$ cat config.mk
export PLATFORM = sky130hd
export DESIGN_NAME = boot_voltage_power_good_seq
export DESIGN_NICKNAME = d
export VERILOG_FILES = /design/src/boot_seq_pkg.sv /design/src/pg_ext_timer.sv /design/src/boot_voltage_power_good_seq.sv
export SDC_FILE = /design/constraint.sdc
export NUM_CORES = 1
export LEC_CHECK = 0
export BUFFER_PORTS_ARGS = -buffer_cell sky130_fd_sc_hd__buf_2
export CAP_MARGIN = 20
export CELL_PAD_IN_SITES_DETAIL_PLACEMENT = 1
export CELL_PAD_IN_SITES_GLOBAL_PLACEMENT = 1
export CORE_MARGIN = 2
export CORE_UTILIZATION = 51
export DETAILED_ROUTE_END_ITERATION = 8
export PLACE_DENSITY = 0.94
export RECOVER_POWER = 50
export SLEW_MARGIN = 20
export SYNTH_ARGS = -nofsm -noshare
export SYNTH_HDL_FRONTEND = slang
export SYNTH_SLANG_ARGS = --single-unit
$ cat constraint.sdc
create_clock -name SYS_CLK -period 6.3 [get_ports SYS_CLK]
set_clock_uncertainty 0.2 [all_clocks]
set_input_delay 0.63 -clock SYS_CLK [delete_from_list [all_inputs] [get_ports SYS_CLK]]
set_output_delay 0.63 -clock SYS_CLK [all_outputs]
set_load 0.005 [all_outputs]
$ cat src/boot_seq_pkg.sv
/*
  Shared constants for the boot voltage and power good sequencer: code widths,
  boot code table, extension timing and slew pacing, and the sequencer states.
  Assumes a 100 MHz system clock; the extension count is derived from that period.
*/
package boot_seq_pkg;

    // Regulator count and voltage code width.
    localparam int NUM_REG = 3;
    localparam int VID_W   = 7;

    // Clock period and the power good extension time.
    localparam int CLK_PERIOD_NS  = 10;
    localparam int PG_EXT_TIME_US = 20;
    localparam int PG_EXT_CYCLES  = (PG_EXT_TIME_US * 1000 + CLK_PERIOD_NS - 1) / CLK_PERIOD_NS;

    // Cycles between single code steps of the slew controller.
    localparam int SLEW_STEP_CYCLES = 50;

    // Boot codes chosen by the two serial link levels {clock, data}.
    localparam logic [VID_W-1:0] BOOT_CODE_0 = 7'h10;
    localparam logic [VID_W-1:0] BOOT_CODE_1 = 7'h20;
    localparam logic [VID_W-1:0] BOOT_CODE_2 = 7'h30;
    localparam logic [VID_W-1:0] BOOT_CODE_3 = 7'h40;

    // Reset values of held and output state.
    localparam logic [VID_W-1:0] HELD_CODE_RST = 7'h00;
    localparam logic [VID_W-1:0] DAC_CODE_RST  = 7'h00;

    // Sequencer states, Gray coded along the usual path.
    typedef enum logic [2:0] {
        ST_OFF       = 3'b000,
        ST_BOOT      = 3'b001,
        ST_BOOT_HOLD = 3'b011,
        ST_RUN       = 3'b010,
        ST_FALL      = 3'b110,
        ST_FALL_HOLD = 3'b111
    } seq_state_e;

endpackage : boot_seq_pkg

$ cat src/pg_ext_timer.sv
/*
  One-shot interval timer that times the power good extension.
  Assumes start and abort come from logic on the same clock.
*/
`timescale 1ns/10ps
module pg_ext_timer
    import boot_seq_pkg::*;
#(
    parameter int CYCLES = PG_EXT_CYCLES
)(
    // Clock and reset.
    input  wire logic clk,
    input  wire logic rst_n,
    // Control and result.
    input  wire logic start,
    input  wire logic abort,
    output logic      expired
);

    localparam int CNT_W = $clog2(CYCLES + 1);

    logic [CNT_W-1:0] cnt;
    logic [CNT_W-1:0] next_cnt;
    logic             running;
    logic             next_running;
    logic             next_expired;

    // Counts CYCLES edges after start, then pulses expired for one cycle.
    always_comb begin
        next_cnt     = cnt;
        next_running = running;
        next_expired = 1'b0;
        if (abort) begin
            next_running = 1'b0;
        end else if (start) begin
            next_running = 1'b1;
            next_cnt     = CNT_W'(CYCLES - 1);
        end else if (running) begin
            if (cnt == '0) begin
                next_running = 1'b0;
                next_expired = 1'b1;
            end else begin
                next_cnt = cnt - CNT_W'(1);
            end
        end
    end

    // Registers the timer state.
    always_ff @(posedge clk or negedge rst_n) begin
        if (!rst_n) begin
            cnt     <= '0;
            running <= 1'b0;
            expired <= 1'b0;
        end else begin
            cnt     <= next_cnt;
            running <= next_running;
            expired <= next_expired;
        end
    end

endmodule : pg_ext_timer

$ cat src/boot_voltage_power_good_seq.sv
/*
  Sequencer of a three output regulator controller: boot code selection,
  held boot code and fallback, power good, thermal alert, supply undervoltage
  latch, gate drive overrides and output discharge.
  Assumes pin and comparator inputs are asynchronous, command and modulator
  inputs share SYS_CLK, and open-drain wires are resolved outside.
*/
// Overview of operation
// [RL1] Boot code follows two link bits before power good
// [RL2] Commands taken only once system power ok is high
// [RL3] Capture boot code at first power good rise
// [RL4] Shutdown pin rising clears the held boot code
// [RL5] Power ok falling returns regulators to held code
// [RL6] Power good low during fallback slew plus 20us
// [RL7] Later power ok rise keeps held code unchanged
// [RL8] Power good otherwise ignores the power ok level
// [RL9] Power good released only when all outputs good
// [RL10] Power good released while codes are slewing
// [RL11] Power good low 20us after boot voltage reached
// [RL12] Power good driven low while shut down
// [RL13] Skip mode blanks upper comparator on downward moves
// [RL14] Low gate low in shutdown, high on overvoltage
// [RL15] Skip mode turns low gate off at zero cross
// [RL16] High gates held low while shut down
// [RL17] Discharge switch on while core regulator shut down
// [RL18] Thermal alert low when hot, released in shutdown
// [RL19] Undervoltage latched, cleared by shutdown pin toggle
// [RL20] Extension delays timed by counter of 20us minimum
`timescale 1ns/10ps
module boot_voltage_power_good_seq
    import boot_seq_pkg::*;
#(
    parameter int SLEW_DIV = SLEW_STEP_CYCLES
)(
    // Clock and reset.
    input  wire logic             SYS_CLK,
    input  wire logic             RST_N,
    // Asynchronous pins.
    input  wire logic             SHUTDOWN_N,
    input  wire logic             SYSTEM_POWER_OK_IN,
    input  wire logic             SERIAL_VID_CLOCK,
    input  wire logic             SERIAL_VID_DATA,
    input  wire logic             THERMAL_SENSE_IN,
    input  wire logic             SUPPLY_UVLO_IN,
    input  wire logic             POWER_GOOD_OUT_I,
    input  wire logic             THERMAL_ALERT_N_I,
    // Asynchronous analog comparators.
    input  wire logic [2:0]       OUT_ABOVE_LOW,
    input  wire logic [2:0]       OUT_ABOVE_HIGH,
    input  wire logic [1:0]       OUT_OVERVOLT,
    input  wire logic [1:0]       ZERO_CROSS,
    // Command decoder and modulators on SYS_CLK.
    input  wire logic             CMD_VALID,
    input  wire logic [2:0]       CMD_SELECT,
    input  wire logic [VID_W-1:0] CMD_CODE,
    input  wire logic [2:0]       SKIP_MODE,
    input  wire logic [1:0]       PWM_HIGH_REQ,
    input  wire logic [1:0]       PWM_LOW_REQ,
    // Open-drain outputs.
    output logic                  POWER_GOOD_OUT_O,
    output logic                  POWER_GOOD_OUT_OE,
    output logic                  THERMAL_ALERT_N_O,
    output logic                  THERMAL_ALERT_N_OE,
    // Gate drive and discharge.
    output logic                  HIGH_SIDE_GATE_1,
    output logic                  HIGH_SIDE_GATE_2,
    output logic                  LOW_SIDE_GATE_1,
    output logic                  LOW_SIDE_GATE_2,
    output logic                  CURRENT_SENSE_NEG_1_DISCHARGE,
    output logic                  CURRENT_SENSE_NEG_2_DISCHARGE,
    // Output DAC codes.
    output logic [VID_W-1:0]      DAC_CODE_1,
    output logic [VID_W-1:0]      DAC_CODE_2,
    output logic [VID_W-1:0]      DAC_CODE_3
);

    localparam int NS     = 17;
    localparam int SLEW_W = $clog2(SLEW_DIV + 1);
    localparam int HOLD_W = $clog2(PG_EXT_CYCLES + 2);

    // Synchroniser chain and filtered levels.
    logic [NS-1:0]    pin_raw;
    logic [NS-1:0]    s1;
    logic [NS-1:0]    s2;
    logic [NS-1:0]    s3;
    logic [NS-1:0]    flt;
    logic [NS-1:0]    next_flt;

    // Named filtered levels.
    logic             shutdown_n;
    logic             pok;
    logic             hot;
    logic             uvlo_pin;
    logic             pg_pin;
    logic [2:0]       above_lo;
    logic [2:0]       above_hi;
    logic [1:0]       ovf;
    logic [1:0]       zc;
    logic [1:0]       boot_sel;

    // Sequencer state.
    seq_state_e       state;
    seq_state_e       next_state;
    logic [VID_W-1:0] dac [NUM_REG];
    logic [VID_W-1:0] next_dac [NUM_REG];
    logic [VID_W-1:0] target [NUM_REG];
    logic [VID_W-1:0] next_target [NUM_REG];
    logic [VID_W-1:0] held_code;
    logic [VID_W-1:0] next_held_code;
    logic             held_valid;
    logic             next_held_valid;
    logic             uvlo_lat;
    logic             next_uvlo_lat;
    logic [2:0]       blank;
    logic [2:0]       next_blank;
    logic [SLEW_W-1:0] slew_cnt;
    logic [SLEW_W-1:0] next_slew_cnt;
    logic             shutdown_n_d;
    logic             pok_d;
    logic             pg_pin_d;
    logic             tm_start;
    logic             tm_abort;
    logic             tm_done;

    // Output state.
    logic             next_pg_oe;
    logic             next_th_oe;
    logic [1:0]       zc_lat;
    logic [1:0]       next_zc_lat;
    logic [1:0]       hg;
    logic [1:0]       next_hg;
    logic [1:0]       lg;
    logic [1:0]       next_lg;
    logic [1:0]       dis;
    logic [1:0]       next_dis;

    // Derived conditions.
    logic             sd;
    logic [2:0]       slewing;
    logic             any_slew;
    logic [2:0]       good;
    logic [VID_W-1:0] boot_code;
    logic [HOLD_W-1:0] hold_cnt;

    // Selects the boot code from the two link levels.
    function automatic logic [VID_W-1:0] boot_lookup(input logic [1:0] sel);
        logic [VID_W-1:0] code;
        unique case (sel)
            2'b00:   code = BOOT_CODE_0;
            2'b01:   code = BOOT_CODE_1;
            2'b10:   code = BOOT_CODE_2;
            2'b11:   code = BOOT_CODE_3;
        endcase
        return code;
    endfunction : boot_lookup

    // Gathers every asynchronous input except THERMAL_ALERT_N_I into one chain.
    assign pin_raw = {ZERO_CROSS, OUT_OVERVOLT, OUT_ABOVE_HIGH, OUT_ABOVE_LOW, POWER_GOOD_OUT_I,
                      SUPPLY_UVLO_IN, THERMAL_SENSE_IN, SERIAL_VID_DATA, SERIAL_VID_CLOCK,
                      SYSTEM_POWER_OK_IN, SHUTDOWN_N};

    // A level changes only once the second and third stages agree.
    always_comb begin
        next_flt = ((s2 ~^ s3) & s3) | ((s2 ^ s3) & flt);
    end

    // Registers the synchroniser chain.
    always_ff @(posedge SYS_CLK or negedge RST_N) begin
        if (!RST_N) begin
            s1  <= '0;
            s2  <= '0;
            s3  <= '0;
            flt <= '0;
        end else begin
            s1  <= pin_raw;
            s2  <= s1;
            s3  <= s2;
            flt <= next_flt;
        end
    end

    // Splits the filtered levels and forms shared conditions.
    assign shutdown_n      = flt[0];
    assign pok       = flt[1];
    assign boot_sel  = {flt[2], flt[3]};
    assign hot       = flt[4];
    assign uvlo_pin  = flt[5];
    assign pg_pin    = flt[6];
    assign above_lo  = flt[9:7];
    assign above_hi  = flt[12:10];
    assign ovf       = flt[14:13];
    assign zc        = flt[16:15];
    assign sd        = !shutdown_n || uvlo_lat;
    assign boot_code = boot_lookup(boot_sel);
    assign any_slew  = |slewing;
    assign good      = above_lo & (~above_hi | blank); // RL13

    // Flags each output whose DAC has not reached its target.
    always_comb begin
        for (int i = 0; i < NUM_REG; i++) begin
            slewing[i] = (dac[i] != target[i]);
        end
    end

    // Sequencer, slew controller, held code and undervoltage latch.
    always_comb begin
        next_state      = state;
        next_dac        = dac;
        next_target     = target;
        next_held_code  = held_code;
        next_held_valid = held_valid;
        next_uvlo_lat   = uvlo_lat;
        next_blank      = blank;
        next_slew_cnt   = (slew_cnt == '0) ? SLEW_W'(SLEW_DIV - 1) : slew_cnt - SLEW_W'(1);
        tm_start        = 1'b0;
        tm_abort        = 1'b0;
        if (shutdown_n != shutdown_n_d) begin
            next_uvlo_lat = 1'b0; // RL19
        end
        if (shutdown_n && uvlo_pin) begin
            next_uvlo_lat = 1'b1; // RL19
        end
        if (shutdown_n && !shutdown_n_d) begin
            next_held_valid = 1'b0; // RL4
        end else if (state == ST_RUN && pg_pin && !pg_pin_d && !held_valid) begin
            next_held_code  = target[0]; // RL3
            next_held_valid = 1'b1; // RL7
        end
        for (int i = 0; i < NUM_REG; i++) begin
            if (slew_cnt == '0 && dac[i] < target[i]) begin
                next_dac[i] = dac[i] + VID_W'(1);
            end else if (slew_cnt == '0 && dac[i] > target[i]) begin
                next_dac[i] = dac[i] - VID_W'(1);
            end
            if (!slewing[i] && !above_hi[i]) begin
                next_blank[i] = 1'b0; // RL13
            end
        end
        unique case (state)
            ST_OFF: begin
                next_dac    = '{default: DAC_CODE_RST};
                next_target = '{default: boot_code};
                next_blank  = '0;
                next_state  = ST_BOOT;
            end
            ST_BOOT: begin
                next_target = '{default: boot_code}; // RL1
                if (!any_slew && target[0] == boot_code) begin
                    next_state = ST_BOOT_HOLD;
                    tm_start   = 1'b1; // RL11
                end
            end
            ST_BOOT_HOLD: begin
                if (target[0] != boot_code) begin
                    next_target = '{default: boot_code}; // RL1
                    next_state  = ST_BOOT;
                    tm_abort    = 1'b1;
                end else if (tm_done) begin
                    next_state = ST_RUN;
                end
            end
            ST_RUN: begin
                if (pok_d && !pok && held_valid) begin
                    next_target = '{default: held_code}; // RL5
                    next_state  = ST_FALL;
                end else if (CMD_VALID && pok) begin
                    for (int i = 0; i < NUM_REG; i++) begin
                        if (CMD_SELECT[i]) begin
                            next_target[i] = CMD_CODE; // RL2
                        end
                    end
                end
            end
            ST_FALL: begin
                if (!any_slew) begin
                    next_state = ST_FALL_HOLD;
                    tm_start   = 1'b1; // RL6
                end
            end
            ST_FALL_HOLD: begin
                if (tm_done) begin
                    next_state = ST_RUN;
                end
            end
            default: begin
                next_state = ST_OFF;
            end
        endcase
        for (int i = 0; i < NUM_REG; i++) begin
            if (SKIP_MODE[i] && next_target[i] != target[i] && next_target[i] < dac[i]) begin
                next_blank[i] = 1'b1; // RL13
            end
        end
        if (sd) begin
            next_state = ST_OFF;
            tm_abort   = 1'b1;
        end
    end

    // Registers the sequencer group.
    always_ff @(posedge SYS_CLK or negedge RST_N) begin
        if (!RST_N) begin
            state      <= ST_OFF;
            dac        <= '{default: DAC_CODE_RST};
            target     <= '{default: DAC_CODE_RST};
            held_code  <= HELD_CODE_RST;
            held_valid <= 1'b0;
            uvlo_lat   <= 1'b0;
            blank      <= '0;
            slew_cnt   <= '0;
            shutdown_n_d     <= 1'b0;
            pok_d      <= 1'b0;
            pg_pin_d   <= 1'b0;
        end else begin
            state      <= next_state;
            dac        <= next_dac;
            target     <= next_target;
            held_code  <= next_held_code;
            held_valid <= next_held_valid;
            uvlo_lat   <= next_uvlo_lat;
            blank      <= next_blank;
            slew_cnt   <= next_slew_cnt;
            shutdown_n_d     <= shutdown_n;
            pok_d      <= pok;
            pg_pin_d   <= pg_pin;
        end
    end

    // Extension timer for both the boot and the fallback hold.
    pg_ext_timer #(
        .CYCLES (PG_EXT_CYCLES)
    ) u_pg_ext_timer (
        .clk     (SYS_CLK),
        .rst_n   (RST_N),
        .start   (tm_start), // RL20
        .abort   (tm_abort),
        .expired (tm_done)
    );

    // Power good, thermal alert, gate overrides and discharge.
    always_comb begin
        next_pg_oe = 1'b1; // RL12
        if (!sd && state == ST_RUN) begin
            // Power ok level is not used here, only its fall picks the fallback state.
            next_pg_oe = any_slew ? 1'b0 : !(&good); // RL8 RL9 RL10
        end
        next_th_oe = !sd && hot; // RL18
        for (int i = 0; i < 2; i++) begin
            next_zc_lat[i] = zc_lat[i];
            if (PWM_HIGH_REQ[i]) begin
                next_zc_lat[i] = 1'b0;
            end
            if (SKIP_MODE[i] && zc[i]) begin
                next_zc_lat[i] = 1'b1; // RL15
            end
            next_hg[i] = !sd && PWM_HIGH_REQ[i] && !ovf[i]; // RL16
            if (sd) begin
                next_lg[i] = 1'b0; // RL14
            end else if (ovf[i]) begin
                next_lg[i] = 1'b1; // RL14
            end else if (next_zc_lat[i]) begin
                next_lg[i] = 1'b0; // RL15
            end else begin
                next_lg[i] = PWM_LOW_REQ[i];
            end
            next_dis[i] = sd; // RL17
        end
    end

    // Registers the output group; open-drain data stays low.
    always_ff @(posedge SYS_CLK or negedge RST_N) begin
        if (!RST_N) begin
            POWER_GOOD_OUT_O   <= 1'b0;
            POWER_GOOD_OUT_OE  <= 1'b1;
            THERMAL_ALERT_N_O  <= 1'b0;
            THERMAL_ALERT_N_OE <= 1'b0;
            zc_lat             <= '0;
            hg                 <= '0;
            lg                 <= '0;
            dis                <= 2'h3;
        end else begin
            POWER_GOOD_OUT_O   <= 1'b0;
            POWER_GOOD_OUT_OE  <= next_pg_oe;
            THERMAL_ALERT_N_O  <= 1'b0;
            THERMAL_ALERT_N_OE <= next_th_oe;
            zc_lat             <= next_zc_lat;
            hg                 <= next_hg;
            lg                 <= next_lg;
            dis                <= next_dis;
        end
    end

    // Drives ports from their flip-flops.
    assign HIGH_SIDE_GATE_1              = hg[0];
    assign HIGH_SIDE_GATE_2              = hg[1];
    assign LOW_SIDE_GATE_1               = lg[0];
    assign LOW_SIDE_GATE_2               = lg[1];
    assign CURRENT_SENSE_NEG_1_DISCHARGE = dis[0];
    assign CURRENT_SENSE_NEG_2_DISCHARGE = dis[1];
    assign DAC_CODE_1                    = dac[0];
    assign DAC_CODE_2                    = dac[1];
    assign DAC_CODE_3                    = dac[2];

    // Counts cycles spent in a hold state, for the checks below.
    always_ff @(posedge SYS_CLK or negedge RST_N) begin
        if (!RST_N) begin
            hold_cnt <= '0;
        end else if (state != ST_BOOT_HOLD && state != ST_FALL_HOLD) begin
            hold_cnt <= '0;
        end else if (hold_cnt != '1) begin
            hold_cnt <= hold_cnt + HOLD_W'(1);
        end
    end

    AST_SD_PG_LOW: assert property ( // RL12
        @(posedge SYS_CLK) disable iff (!RST_N) sd |=> POWER_GOOD_OUT_OE)
        else $error("Power good not driven low in shutdown.");

    AST_HOLD_LEN: assert property ( // RL6 RL11 RL20
        @(posedge SYS_CLK) disable iff (!RST_N)
        ((state == ST_BOOT_HOLD || state == ST_FALL_HOLD) && tm_done) |-> hold_cnt >= PG_EXT_CYCLES)
        else $error("Power good hold shorter than the extension time.");

    AST_FALLBACK: assert property ( // RL5
        @(posedge SYS_CLK) disable iff (!RST_N)
        (state == ST_RUN && pok_d && !pok && held_valid && !sd)
        |=> (state == ST_FALL) && (target[1] == held_code) ##1 POWER_GOOD_OUT_OE)
        else $error("Fallback to the held boot code did not start.");

    AST_HELD_CLEAR: assert property ( // RL4
        @(posedge SYS_CLK) disable iff (!RST_N) (shutdown_n && !shutdown_n_d) |=> !held_valid)
        else $error("Held boot code not cleared by shutdown release.");

    AST_HELD_KEEP: assert property ( // RL7
        @(posedge SYS_CLK) disable iff (!RST_N)
        (held_valid && !(shutdown_n && !shutdown_n_d)) |=> held_valid && $stable(held_code))
        else $error("Held boot code changed while valid.");

    AST_CAPTURE: assert property ( // RL3
        @(posedge SYS_CLK) disable iff (!RST_N)
        (state == ST_RUN && $rose(pg_pin) && !held_valid && shutdown_n_d)
        |=> held_valid && held_code == $past(target[0]))
        else $error("Boot code not captured at power good rise.");

    AST_SLEW_RELEASE: assert property ( // RL10
        @(posedge SYS_CLK) disable iff (!RST_N)
        (state == ST_RUN && !sd && any_slew) |=> !POWER_GOOD_OUT_OE)
        else $error("Power good not released during a slew.");

    AST_OV_LOW_GATE: assert property ( // RL14
        @(posedge SYS_CLK) disable iff (!RST_N) (!sd && ovf[0]) |=> LOW_SIDE_GATE_1 && !HIGH_SIDE_GATE_1)
        else $error("Low gate not forced on by overvoltage.");

    AST_SD_HIGH_GATE: assert property ( // RL16
        @(posedge SYS_CLK) disable iff (!RST_N)
        sd |=> !HIGH_SIDE_GATE_1 && !HIGH_SIDE_GATE_2 && CURRENT_SENSE_NEG_2_DISCHARGE)
        else $error("Gates or discharge wrong in shutdown.");

    AST_UVLO_LATCH: assert property ( // RL19
        @(posedge SYS_CLK) disable iff (!RST_N) (shutdown_n && uvlo_pin) |=> uvlo_lat)
        else $error("Undervoltage event not latched.");

    AST_THERMAL: assert property ( // RL18
        @(posedge SYS_CLK) disable iff (!RST_N) (!sd && hot) |=> THERMAL_ALERT_N_OE)
        else $error("Thermal alert not pulled low.");

endmodule : boot_voltage_power_good_seq

==> results.md, run 1 <==
* Ports at 69
* Port Buffers at 65
* # DRC at 0
* Total CTS buffers at 17
* Initial antenna violation count at 0
* VDD IR max at 0.2568 mV
* Post-synthesis simple-gate area fraction at 0.1257
* Sequential share of the synthesized area at 0.4612
* Yosys top cell area share at 0.4550
* Leading area contributor after synthesis: dfrtp_1
* Non-Filler Instances at 1,143
* Most frequent cells in the layout: dfrtp_1, ha_1, inv_1, a21oi_1, nand2_1
* Most common library cell in the layout ignoring fill and taps: dfrtp_1
* Total power at 3.438 mW
* Via count at 7,241
* Rows at 47
* Critical Path Sink Type: register
* Share of post-route cells with drive strength above 1 at 0.1387
* Syn-to-layout area delta at 13.10%
* Sequential Area at 0.003906 sq mm
* Largest family of logic cells by synthesized area: compound AO/OA/AOI/OAI gates
* Post-Synth XOR/XNOR Area at 0.02275
* Routed len/inst at 22.91 um
* Comb power frac at 0.329
* Reg clk slew, reported paths at roughly 0.08 ns
* Reg2reg setup slack at just under 2 ns
* Synth area leaders: dfrtp_1, ha_1, a21oi_1
* Clock sinks at 156
* FMAX at ~0.23 GHz
* DP HPWL at approximately 18,000 um
* Post-Synthesis Cells at 852
* Pre-CTS worst setup slack at 2.154 ns
* Hold_buf cts at 0
* Final core occ at 0.5838
* Post-synth EDFFs at 0
* Post-synthesis cell type count at 74
* Mux share of post-synthesis cell area at 0.006205
* Drt pass-1 iters at 6
* CP Launch Type: register
* Setup TNS at 0 ns
* Worst hold path type: primary input to asynchronous set/reset pin
* Slew HR at 0.3522
* Max incr delay on CP at roughly 0.9 ns
* Total core area at ~0.016 sq mm
* Sequential share of power at 0.366
* Slew Viols, Final at 0
* # fillers at 1,802
* Post-Syn Area at 0.008469 sq mm
* CTS Buffer Depth at 2
* CP cell instances: inv_1 -> ha_1 -> or3_2 -> a2111oi_4 -> a21o_1 -> nand2_1 -> o21ai_0 -> ha_1 -> o21a_1 -> o21a_1 -> o2111ai_1 -> a21oi_1 -> o21ai_0 -> o31a_1
* Pint at between 2 and 2.5 mW
* Dpl cells at between 1,000 and 1,500
* Largest net degree at the start of global routing at 84
* Setup repair after global routing missed its margin: false
* Family with the most delay on the worst path: compound AO/OA/AOI/OAI gates
* Flops & latches, synth at approximately 160
* Req. time, crit path at 6.47 ns
* Main synth FF type: dfrtp_1
* Critical-path maximum fanout at 14
* Vias in the first global route at 7,714
* # Max-Cap Violations at 0
* Synth Area in Compound Gates at 0.2126
* Status: finished, final reports clean
* Static Leak at 4.603 nW
* Tmin final at 4.379 ns
* Post-route ant nets at 0
* First-pass GRT wire length at between 40,000 and 50,000 um
* Final period util at 0.6951
* Dpl cell area at about 0.009 sq mm
* Clk Latency, worst-skew pair at between 0.4 and 0.5 ns
* Final WL at 26,180 um
* Power per Cell Area at around 360 mW/mm^2
* Die height at 132.9 um
* H-tree Lvls at 4
* Mean Syn Cell Area at approximately 9.9 sq um
* Root Buffer: clkbuf_16
* GRT Overall Usage at 0.3079
* Final Hold Slack at 0.04356 ns
* DR vias/cell at 6.335
* Die ar. at 0.01765 sq mm
* Cts repair resizes at 0
* GRT Residual Overflow at 0
* Final setup fails at 0
* Die Wd at roughly 130 um
* Post-CTS setup buffer count at 0
* Worst slew pin tran at 0.9717 ns
* Setup CP Type: register to register
* Synth Area in Adders at 0.1208
* Hold Vio Cnt, Final at 0
* WP buf/inv at 1
* Async set or reset register ratio after synthesis at 1.000
* Clock power share at 0.306
* Multi-input gate area at 0.004141 sq mm
* Slowest CP cell: a2111oi_4
* Gpl congestion at 0.9215
* NetSw at approximately 1.3 mW
* Net Sw Frac at 0.3813
* # diodes at 0
* CTS tree: yes
* Final Cell Area at 0.009579 sq mm
* YS warnings at 0
* First DRT Iteration DRCs at between 500 and 600
* Starting Density at 0.5162
* Worst path arrival time at 4.55 ns
* Worst setup margin at around 1.9 ns
* Nets at 1,028
## logic make-up (layout without fill, tap and decap cells)
logic type	after synthesis	in the layout
AO/OA/AOI/OAI	267	267
AND/OR/NAND/NOR	216	216
flip-flops	156	156
buffers and inverters	105	175
adder cells (fa/ha/maj)	80	80
XOR/XNOR	22	22
multiplexers	5	5
other	1	2
## worst register-to-register path, stage by stage, from the launching register on
cell	delay [ns]
dfrtp_1	0.44
inv_1	0.07
ha_1	0.24
or3_2	0.52
a2111oi_4	0.90
a21o_1	0.44
nand2_1	0.11
o21ai_0	0.15
ha_1	0.30
o21a_1	0.17
o21a_1	0.17
o2111ai_1	0.21
a21oi_1	0.07
o21ai_0	0.17
o31a_1	0.16
## path summary, 6_finish.rpt
path / startpoint / end / cells past startpoint
max reg2reg: flt[2] / blank[1] / 14
min reg2reg: s1[3] / s2[3] / 0
max: flt[2] / blank[1] / 14
min: RST_N / DAC_CODE_3[1] / 1
min in group SYS_CLK: OUT_ABOVE_LOW[1] / s1[8] / 1
max in group asynchronous: RST_N / flt[15] / 2
## registers in the layout, summed over array words and instances (netlist names), 11 cells and up
signal,flops
target,21
s3,17
u_pg_ext_timer.cnt,11
s2,17
s1,17
flt,17
## layout make-up
| class | count | share of cell area |
|---|---|---|
| Multi-Input combinational cell | 592 | 0.4323 |
| Timing Repair Buffer | 68 | 0.03683 |
| Clock buffer | 17 | 0.04441 |
| Sequential cell | 156 | 0.4078 |
| Clock inverter | 15 | 0.02051 |
| Tap cell | 220 | 0.02874 |
| Inverter | 75 | 0.02939 |
## routing by layer
metal / routed length [um] / global-route usage / vias to the layer above
met1: 10240 / 0.3765 / 3599
met5: 0 / 0 / -
li1: - / - / 3163
met3: 1829 / 0.06820 / 99
met4: 1105 / 0.1434 / 0
met2: 13000 / 0.5201 / 380
## synth_stat cells (7+ instances only)
library cell  instances
dfrtp_1             154
ha_1                 77
inv_1                75
a21oi_1              74
nand2_1              68
o21ai_0              55
nor2_1               50
a21o_1               35
clkbuf_1             21
nand3_1              16
nor2b_1              13
nor3_1               13
xnor2_1              13
a31oi_1              12
o21a_1               10
or3_1                10
xor2_1                9
a211oi_1              8
o22ai_1               7
## power groups by stage
stage	combinational, mW	sequential [mW]	clock, mW
6_report	1.13	1.26	1.05
5_1_grt	1.25	1.27	1.11
4_1_cts	1.12	1.25	1.07
3_5_place_dp	1.07	1.27	0
3_3_place_gp	0.988	1.26	0
2_1_floorplan	0.753	1.22	0
No activity file was read; power rests on OpenSTA's default activity.
==> inputs of run 2 (changes only) <==
--- a/config.mk
+++ b/config.mk
@@ -10,9 +10,9 @@
 export CELL_PAD_IN_SITES_DETAIL_PLACEMENT = 1
 export CELL_PAD_IN_SITES_GLOBAL_PLACEMENT = 1
 export CORE_MARGIN = 2
-export CORE_UTILIZATION = 51
+export CORE_UTILIZATION = 47
 export DETAILED_ROUTE_END_ITERATION = 8
-export PLACE_DENSITY = 0.94
+export PLACE_DENSITY = 0.89
 export RECOVER_POWER = 50
 export SLEW_MARGIN = 20
 export SYNTH_ARGS = -nofsm -noshare
==> constraint.sdc (replaced) <==
create_clock -name SYS_CLK -period 4.3 [get_ports SYS_CLK]
set_clock_uncertainty 0.2 [all_clocks]
set_input_delay 0.43 -clock SYS_CLK [delete_from_list [all_inputs] [get_ports SYS_CLK]]
set_output_delay 0.43 -clock SYS_CLK [all_outputs]
set_load 0.005 [all_outputs]
==> results.md, run 2 (synthesis results as in run 1) <==
* Status: finished, violations left
* Failing checks: capacitance limit, slew limit
* Setup TNS at 0 ns (unchanged)
* Setup CP Type: register to register
* Start of the worst register-to-register path: target[15]
* Worst setup margin at 0.2721 ns (-1.649 ns)
* Most frequent cells in the layout: dfrtp_1, ha_1, inv_1, a21oi_1, nand2_1
* Port Buffers at 65 (unchanged)
* Routed len/inst at 22.32 um (-2.6%)
* Largest register by flop count: target
* Reg clk slew, reported paths at 0.08 ns (about the same)
* Worst slew pin tran at 2.743 ns (+1.771 ns)
* Worst hold path type: primary input to register
* Via count at 7,172 (-0.95%)
* Most common library cell in the layout ignoring fill and taps: dfrtp_1
* # Max-Cap Violations at 1 (+1)
* HP Start: PWM_HIGH_REQ[0]
* Root Buffer: clkbuf_16
* CTS Buffer Depth at 2 (unchanged)
* Hold Crit Depth at 3
* Die height at 138.2 um (+4.0%)
* Final setup fails at 0 (unchanged)
* GRT Overall Usage at 0.2828 (-0.02505)
* Hold Vio Cnt, Final at 0 (unchanged)
* Req. time, crit path at 4.42 ns (-2.05 ns)
* # fillers at 1,967 (+9.2%)
* CP cell instances: inv_1 -> ha_1 -> nor2b_1 -> o21ai_0 -> a21oi_1 -> a2111oi_4 -> inv_1 -> ha_1 -> nor2b_1 -> o21ai_0 -> a21boi_0 -> o21a_1 -> or3_1 -> a31oi_1 -> o22ai_1
* Share of post-route cells with drive strength above 1 at 0.1347 (-0.003941)
* Ports at 69 (unchanged)
* R2R depth at 15 (+1)
* Crit Reg-Reg Endpoint: DAC_CODE_1[6]
* Final period util at 0.9367 (+0.2416)
* Cts repair resizes at 0 (unchanged)
* WP buf/inv at 2 (+1)
* Post-CTS setup buffer count at 0 (unchanged)
* CP Launch Type: register
* Clk Latency, worst-skew pair at 0.44 ns (about the same)
* Rows at 49 (+4.3%)
* DP HPWL at 17,860 um (+0.20%)
* Clock sinks at 156 (unchanged)
* H-tree Lvls at 4 (unchanged)
* Post-route ant nets at 0 (unchanged)
* Initial antenna violation count at 0 (unchanged)
* Critical-path maximum fanout at 5 (-9)
* Die ar. at 0.01911 sq mm (+8.3%)
* CTS tree: yes
* Total core area at 0.01784 sq mm (+8.7%)
* # diodes at 0 (unchanged)
* Largest net degree at the start of global routing at 109 (+30%)
* Max incr delay on CP at 0.48 ns (-0.42 ns)
* Family with the most delay on the worst path: compound AO/OA/AOI/OAI gates
* Dpl cell area at 0.009037 sq mm (+0.88%)
* Worst path arrival time at 4.15 ns (-0.40 ns)
* Pre-CTS worst setup slack at 0.3572 ns (-1.797 ns)
* # DRC at 0 (unchanged)
* Gpl congestion at 0.9410 (+2.1%)
* Reg2reg setup slack at 0.27 ns (-1.65 ns)
* Slew HR at -0.8288 (-1.181)
* First-pass GRT wire length at 42,630 um (+1.5%)
* GRT Residual Overflow at 0 (unchanged)
* Final WL at 26,320 um (+0.51%)
* First DRT Iteration DRCs at 505 (-16%)
* DR vias/cell at 6.083 (-4.0%)
* Slew Viols, Final at 109 (+109)
* Starting Density at 0.4747 (-0.04149)
* Dpl cells at 1,129 (+1.6%)
* Drt pass-1 iters at 5 (-1)
* Tmin final at 4.028 ns (-0.3512 ns)
* Critical Path Sink Type: register
* Die Wd at 138.2 um (+4.0%)
* Power per Cell Area at 512.0 mW/mm^2 (+43%)
* Non-Filler Instances at 1,179 (+3.1%)
* VDD IR max at 0.3265 mV (+27%)
* FMAX at 0.2483 GHz (+8.7%)
* Setup repair after global routing missed its margin: false
* Vias in the first global route at 7,927 (+2.8%)
* Static Leak at 4.667 nW (+1.4%)
* Slowest CP cell: a2111oi_4
* Nets at 1,055 (+2.6%)
* Hold endpoint: hg[0]
* Final Cell Area at 0.009792 sq mm (+2.2%)
* Largest register FFs at 21 (unchanged)
* Syn-to-layout area delta at 15.62%
* Total CTS buffers at 17 (unchanged)
[run 2: power breakdown]
group          leakage (nW)  switching, mW  total (mW)  internal (mW)
logic                  2.42          0.954        1.65          0.696
clock network         0.279          0.750        1.53          0.780
registers              1.97          0.202        1.83           1.63
total                  4.67           1.91        5.01           3.11
[run 2: worst max path at each step]
| stage | slack (ns) | cells past startpoint | from | end |
|---|---|---|---|---|
| after floorplan | 0.81 | 14 | target[18] | DAC_CODE_1[6] |
| after global placement | 0.49 | 15 | target[8] | DAC_CODE_2[6] |
| after detailed placement | 0.36 | 15 | target[15] | DAC_CODE_1[6] |
| after CTS | 0.33 | 15 | target[15] | DAC_CODE_1[6] |
| after global routing | 0.03 | 15 | target[15] | DAC_CODE_1[6] |
| final | 0.27 | 15 | target[15] | DAC_CODE_1[6] |
[run 2: through the flow]
stage          utilization  power [mW]  hold slack (ns)
6_report            0.5488       5.013          0.07004
3_5_place_dp        0.5066       3.454           0.1356
5_1_grt             0.5488       5.295          0.07303
2_1_floorplan            -       2.895         -0.06559
3_3_place_gp        0.5066       3.322           0.1311
4_1_cts             0.5500       5.013          0.05727
[run 2: layer usage]
metal | vias to the layer above | track usage | wire, um
met5 | - | 0 | 0
met4 | 0 | 0.1203 | 977
met3 | 76 | 0.05958 | 1415
met2 | 276 | 0.4880 | 13260
met1 | 3619 | 0.3447 | 10670
li1 | 3201 | - | -
[run 2: timing repair]
action                                  CTS  global route
hold buffers                             18             0
endpoints found under the setup margin    0             1
endpoints found under the hold margin    94             0
[run 2: worst register-to-register path, cell delays in order (launching register included)]
cell and delay [ns]:
dfrtp_1 0.43, inv_1 0.10, ha_1 0.30, nor2b_1 0.14, o21ai_0 0.15, a21oi_1 0.14
a2111oi_4 0.48, inv_1 0.22, ha_1 0.37, nor2b_1 0.14, o21ai_0 0.22, a21boi_0 0.19
o21a_1 0.21, or3_1 0.33, a31oi_1 0.19, o22ai_1 0.11
[run 2: area by class of cell]
type                       instances  area (sq um)  area share
clock buffer                      17         425.4     0.04344
clock inverter                    15         170.2     0.01738
inverter                          75         281.5     0.02875
multi-input combinational        592          4141      0.4229
sequential                       156          3906      0.3989
tap                              229         286.5     0.02926
timing repair buffer              95         580.6     0.05929
==> inputs of run 3 (changes only) <==
--- a/config.mk
+++ b/config.mk
@@ -5,12 +5,13 @@
 export SDC_FILE = /design/constraint.sdc
 export NUM_CORES = 1
 export LEC_CHECK = 0
+export ABC_AREA = 1
 export BUFFER_PORTS_ARGS = -buffer_cell sky130_fd_sc_hd__buf_2
 export CAP_MARGIN = 20
 export CELL_PAD_IN_SITES_DETAIL_PLACEMENT = 1
 export CELL_PAD_IN_SITES_GLOBAL_PLACEMENT = 1
 export CORE_MARGIN = 2
-export CORE_UTILIZATION = 47
+export CORE_UTILIZATION = 46
 export DETAILED_ROUTE_END_ITERATION = 8
 export PLACE_DENSITY = 0.89
 export RECOVER_POWER = 50
==> results.md, run 3 <==
* Synth area leaders: dfrtp_1, ha_1, nand2_1
* Post-route ant nets at 0 (unchanged)
* YS warnings at 0 (unchanged)
* Non-Filler Instances at 1,344 (+14%)
* Reg clk slew, reported paths at 0.07 ns (about the same)
* CTS tree: yes
* Mux share of post-synthesis cell area at 0 (-0.006205)
* Worst path arrival time at 3.94 ns (-0.21 ns)
* Ports at 69 (unchanged)
* Critical-path maximum fanout at 8 (+3)
* Req. time, crit path at 4.43 ns (about the same)
* Rows at 50 (+2.0%)
* DP HPWL at 17,230 um (-3.5%)
* Via count at 7,515 (+4.8%)
* Setup CP Type: register to register
* FMAX at 0.2625 GHz (+5.7%)
* Failing checks: capacitance limit, slew limit
* Worst slew pin tran at 2.438 ns (-0.3055 ns)
* Die height at 141.4 um (+2.3%)
* Drt pass-1 iters at 5 (unchanged)
* Total core area at 0.01858 sq mm (+4.1%)
* Worst hold path type: primary input to register
* Synth Area in Adders at 0.1179 (-0.002927)
* Total power at 5.461 mW (+8.9%)
* Root Buffer: clkbuf_16
* Largest register by flop count: target
* Largest family of logic cells by synthesized area: simple AND/OR/NAND/NOR gates
* Vias in the first global route at 7,987 (+0.76%)
* Post-CTS setup buffer count at 0 (unchanged)
* Syn-to-layout area delta at 16.03%
* Tmin final at 3.809 ns (-0.2188 ns)
* Most common cell in the netlist: nand2_1
* H-tree Lvls at 4 (unchanged)
* Final WL at 24,950 um (-5.2%)
* Largest net degree at the start of global routing at 97 (-11%)
* Yosys top cell area share at 0.4440 (-0.01102)
* Hold_buf cts at 19 (+1)
* Critical Path Sink Type: register
* Post-Synthesis Cells at 1,002 (+18%)
* Cell mode on critical path: inv_1
* Cts repair resizes at 0 (unchanged)
* DR vias/cell at 5.592 (-8.1%)
* Slew Viols, Final at 97 (-11%)
* Most common library cell in the layout ignoring fill and taps: nand2_1
* Flops & latches, synth at 156 (unchanged)
* Dpl cells at 1,293 (+15%)
* Total CTS buffers at 17 (unchanged)
* Post-synthesis cell type count at 50 (-32%)
* CP cell instances: inv_1 -> ha_1 -> inv_1 -> nor2_1 -> nand2_1 -> nor2_1 -> nand2_1 -> inv_2 -> nand4_1 -> ha_1 -> a21o_1 -> a31oi_1 -> inv_1 -> a21oi_1 -> o21ai_0 -> xnor2_1 -> o22ai_1
* Post-Syn Area at 0.008680 sq mm (+2.5%)
* GRT Residual Overflow at 0 (unchanged)
* Synth Area in Compound Gates at 0.1088 (-0.1038)
* Post-synth EDFFs at 0 (unchanged)
* Final Hold Slack at 0.01164 ns (-0.05841 ns)
* Largest register FFs at 21 (unchanged)
* Starting Density at 0.4671 (-0.007580)
* Die Wd at 141.4 um (+2.3%)
* VDD IR max at 0.3352 mV (+2.7%)
* GRT Overall Usage at 0.2631 (-0.01974)
* Mean Syn Cell Area at 8.662 sq um (-13%)
* CTS Buffer Depth at 2 (unchanged)
* Max incr delay on CP at 0.53 ns (+0.05 ns)
* Gpl congestion at 0.8830 (-6.2%)
* WP buf/inv at 4 (+2)
* Leading area contributor after synthesis: dfrtp_1
* # DRC at 0 (unchanged)
* Port Buffers at 65 (unchanged)
* Final period util at 0.8858 (-0.05088)
* Initial antenna violation count at 0 (unchanged)
* Post-synthesis simple-gate area fraction at 0.2348 (+0.1091)
* Hold Vio Cnt, Final at 0 (unchanged)
* Most frequent cells in the layout: nand2_1, dfrtp_1, inv_1, nand3_1, ha_1
* Die ar. at 0.01998 sq mm (+4.6%)
* Post-Synth XOR/XNOR Area at 0.02220 (-0.0005510)
* # Max-Cap Violations at 1 (unchanged)
* Final setup fails at 0 (unchanged)
* First DRT Iteration DRCs at 423 (-16%)
* CP Launch Type: register
* Routed len/inst at 18.57 um (-17%)
* Main synth FF type: dfrtp_1
* Setup TNS at 0 ns (unchanged)
* Post-synth top cells: nand2_1, dfrtp_1, inv_1, nand3_1, ha_1
* Nets at 1,215 (+15%)
* Slew HR at -0.6251 (+0.2037)
* Share of post-route cells with drive strength above 1 at 0.1270 (-0.007710)
* Power per Cell Area at 542.2 mW/mm^2 (+5.9%)
* Reg2reg setup slack at 0.49 ns (+0.22 ns)
* Clock sinks at 156 (unchanged)
* Clk Latency, worst-skew pair at 0.45 ns (about the same)
* Slowest CP cell: ha_1
* Setup repair after global routing missed its margin: false
* Status: finished, violations left
* Sequential share of the synthesized area at 0.4501 (-0.01117)
* First-pass GRT wire length at 40,970 um (-3.9%)
* Static Leak at 5.395 nW (+16%)
* Family with the most delay on the worst path: simple AND/OR/NAND/NOR gates
* Async set or reset register ratio after synthesis at 1.000 (unchanged)
* # diodes at 0 (unchanged)
[run 3: path summary, 6_finish.rpt]
check                                 from            end  cells past startpoint
setup / recovery               slew_cnt[0]  DAC_CODE_1[5]                     17
hold / removal             PWM_HIGH_REQ[0]          hg[0]                      3
setup reg to reg               slew_cnt[0]  DAC_CODE_1[5]                     17
hold reg to reg                     s1[15]         s2[15]                      0
max in group asynchronous            RST_N    slew_cnt[0]                      3
min in group asynchronous            RST_N  DAC_CODE_3[6]                      2
[run 3: through the flow]
stage / setup WS (ns) / cell area (sq um) / util
floorplan: 1.305 / 8683 / -
CTS: 0.5504 / 10080 / 0.5426
global placement: 0.8480 / 9275 / 0.4992
detailed placement: 0.6588 / 9275 / 0.4992
finish: 0.4909 / 10070 / 0.5420
global route: 0.2793 / 10070 / 0.5420
[run 3: kinds of logic after synthesis]
family / Yosys count
adders and majority gates: 80
DFF: 156
and+or+nand+nor: 440
AOI/OAI and AO/OA: 158
other: 1
xor gates and xnor gates: 22
buffers and inverters: 145
[run 3: power breakdown]
group          switching (mW)  total, mW  internal (mW)
clock network           0.758       1.60          0.842
registers               0.172       1.83           1.66
logic                    1.29       2.03          0.747
[run 3: worst min-delay path: cells and delay by family]
kind                   cells  cell delay (ns)
AND/OR/NAND/NOR            2             0.09
buffers and inverters      1             0.10
[run 3: per-layer routing]
| layer | share of wire | vias to the layer above | track usage |
|---|---|---|---|
| li1 | - | 3527 | - |
| met1 | 0.43 | 3771 | 0.3335 |
| met2 | 0.51 | 170 | 0.4563 |
| met3 | 0.043 | 47 | 0.05062 |
| met4 | 0.023 | 0 | 0.08316 |
| met5 | 0 | - | 0 |
[run 3: layout make-up]
class / instances / area, sq um
Fill cell: 2184 / 8509
Multi-Input combinational cell: 702 / 4207
Sequential cell: 156 / 3906
Timing Repair Buffer: 90 / 556.8
Inverter: 130 / 493.0
Clock buffer: 17 / 425.4
Tap cell: 234 / 292.8
Clock inverter: 15 / 190.2
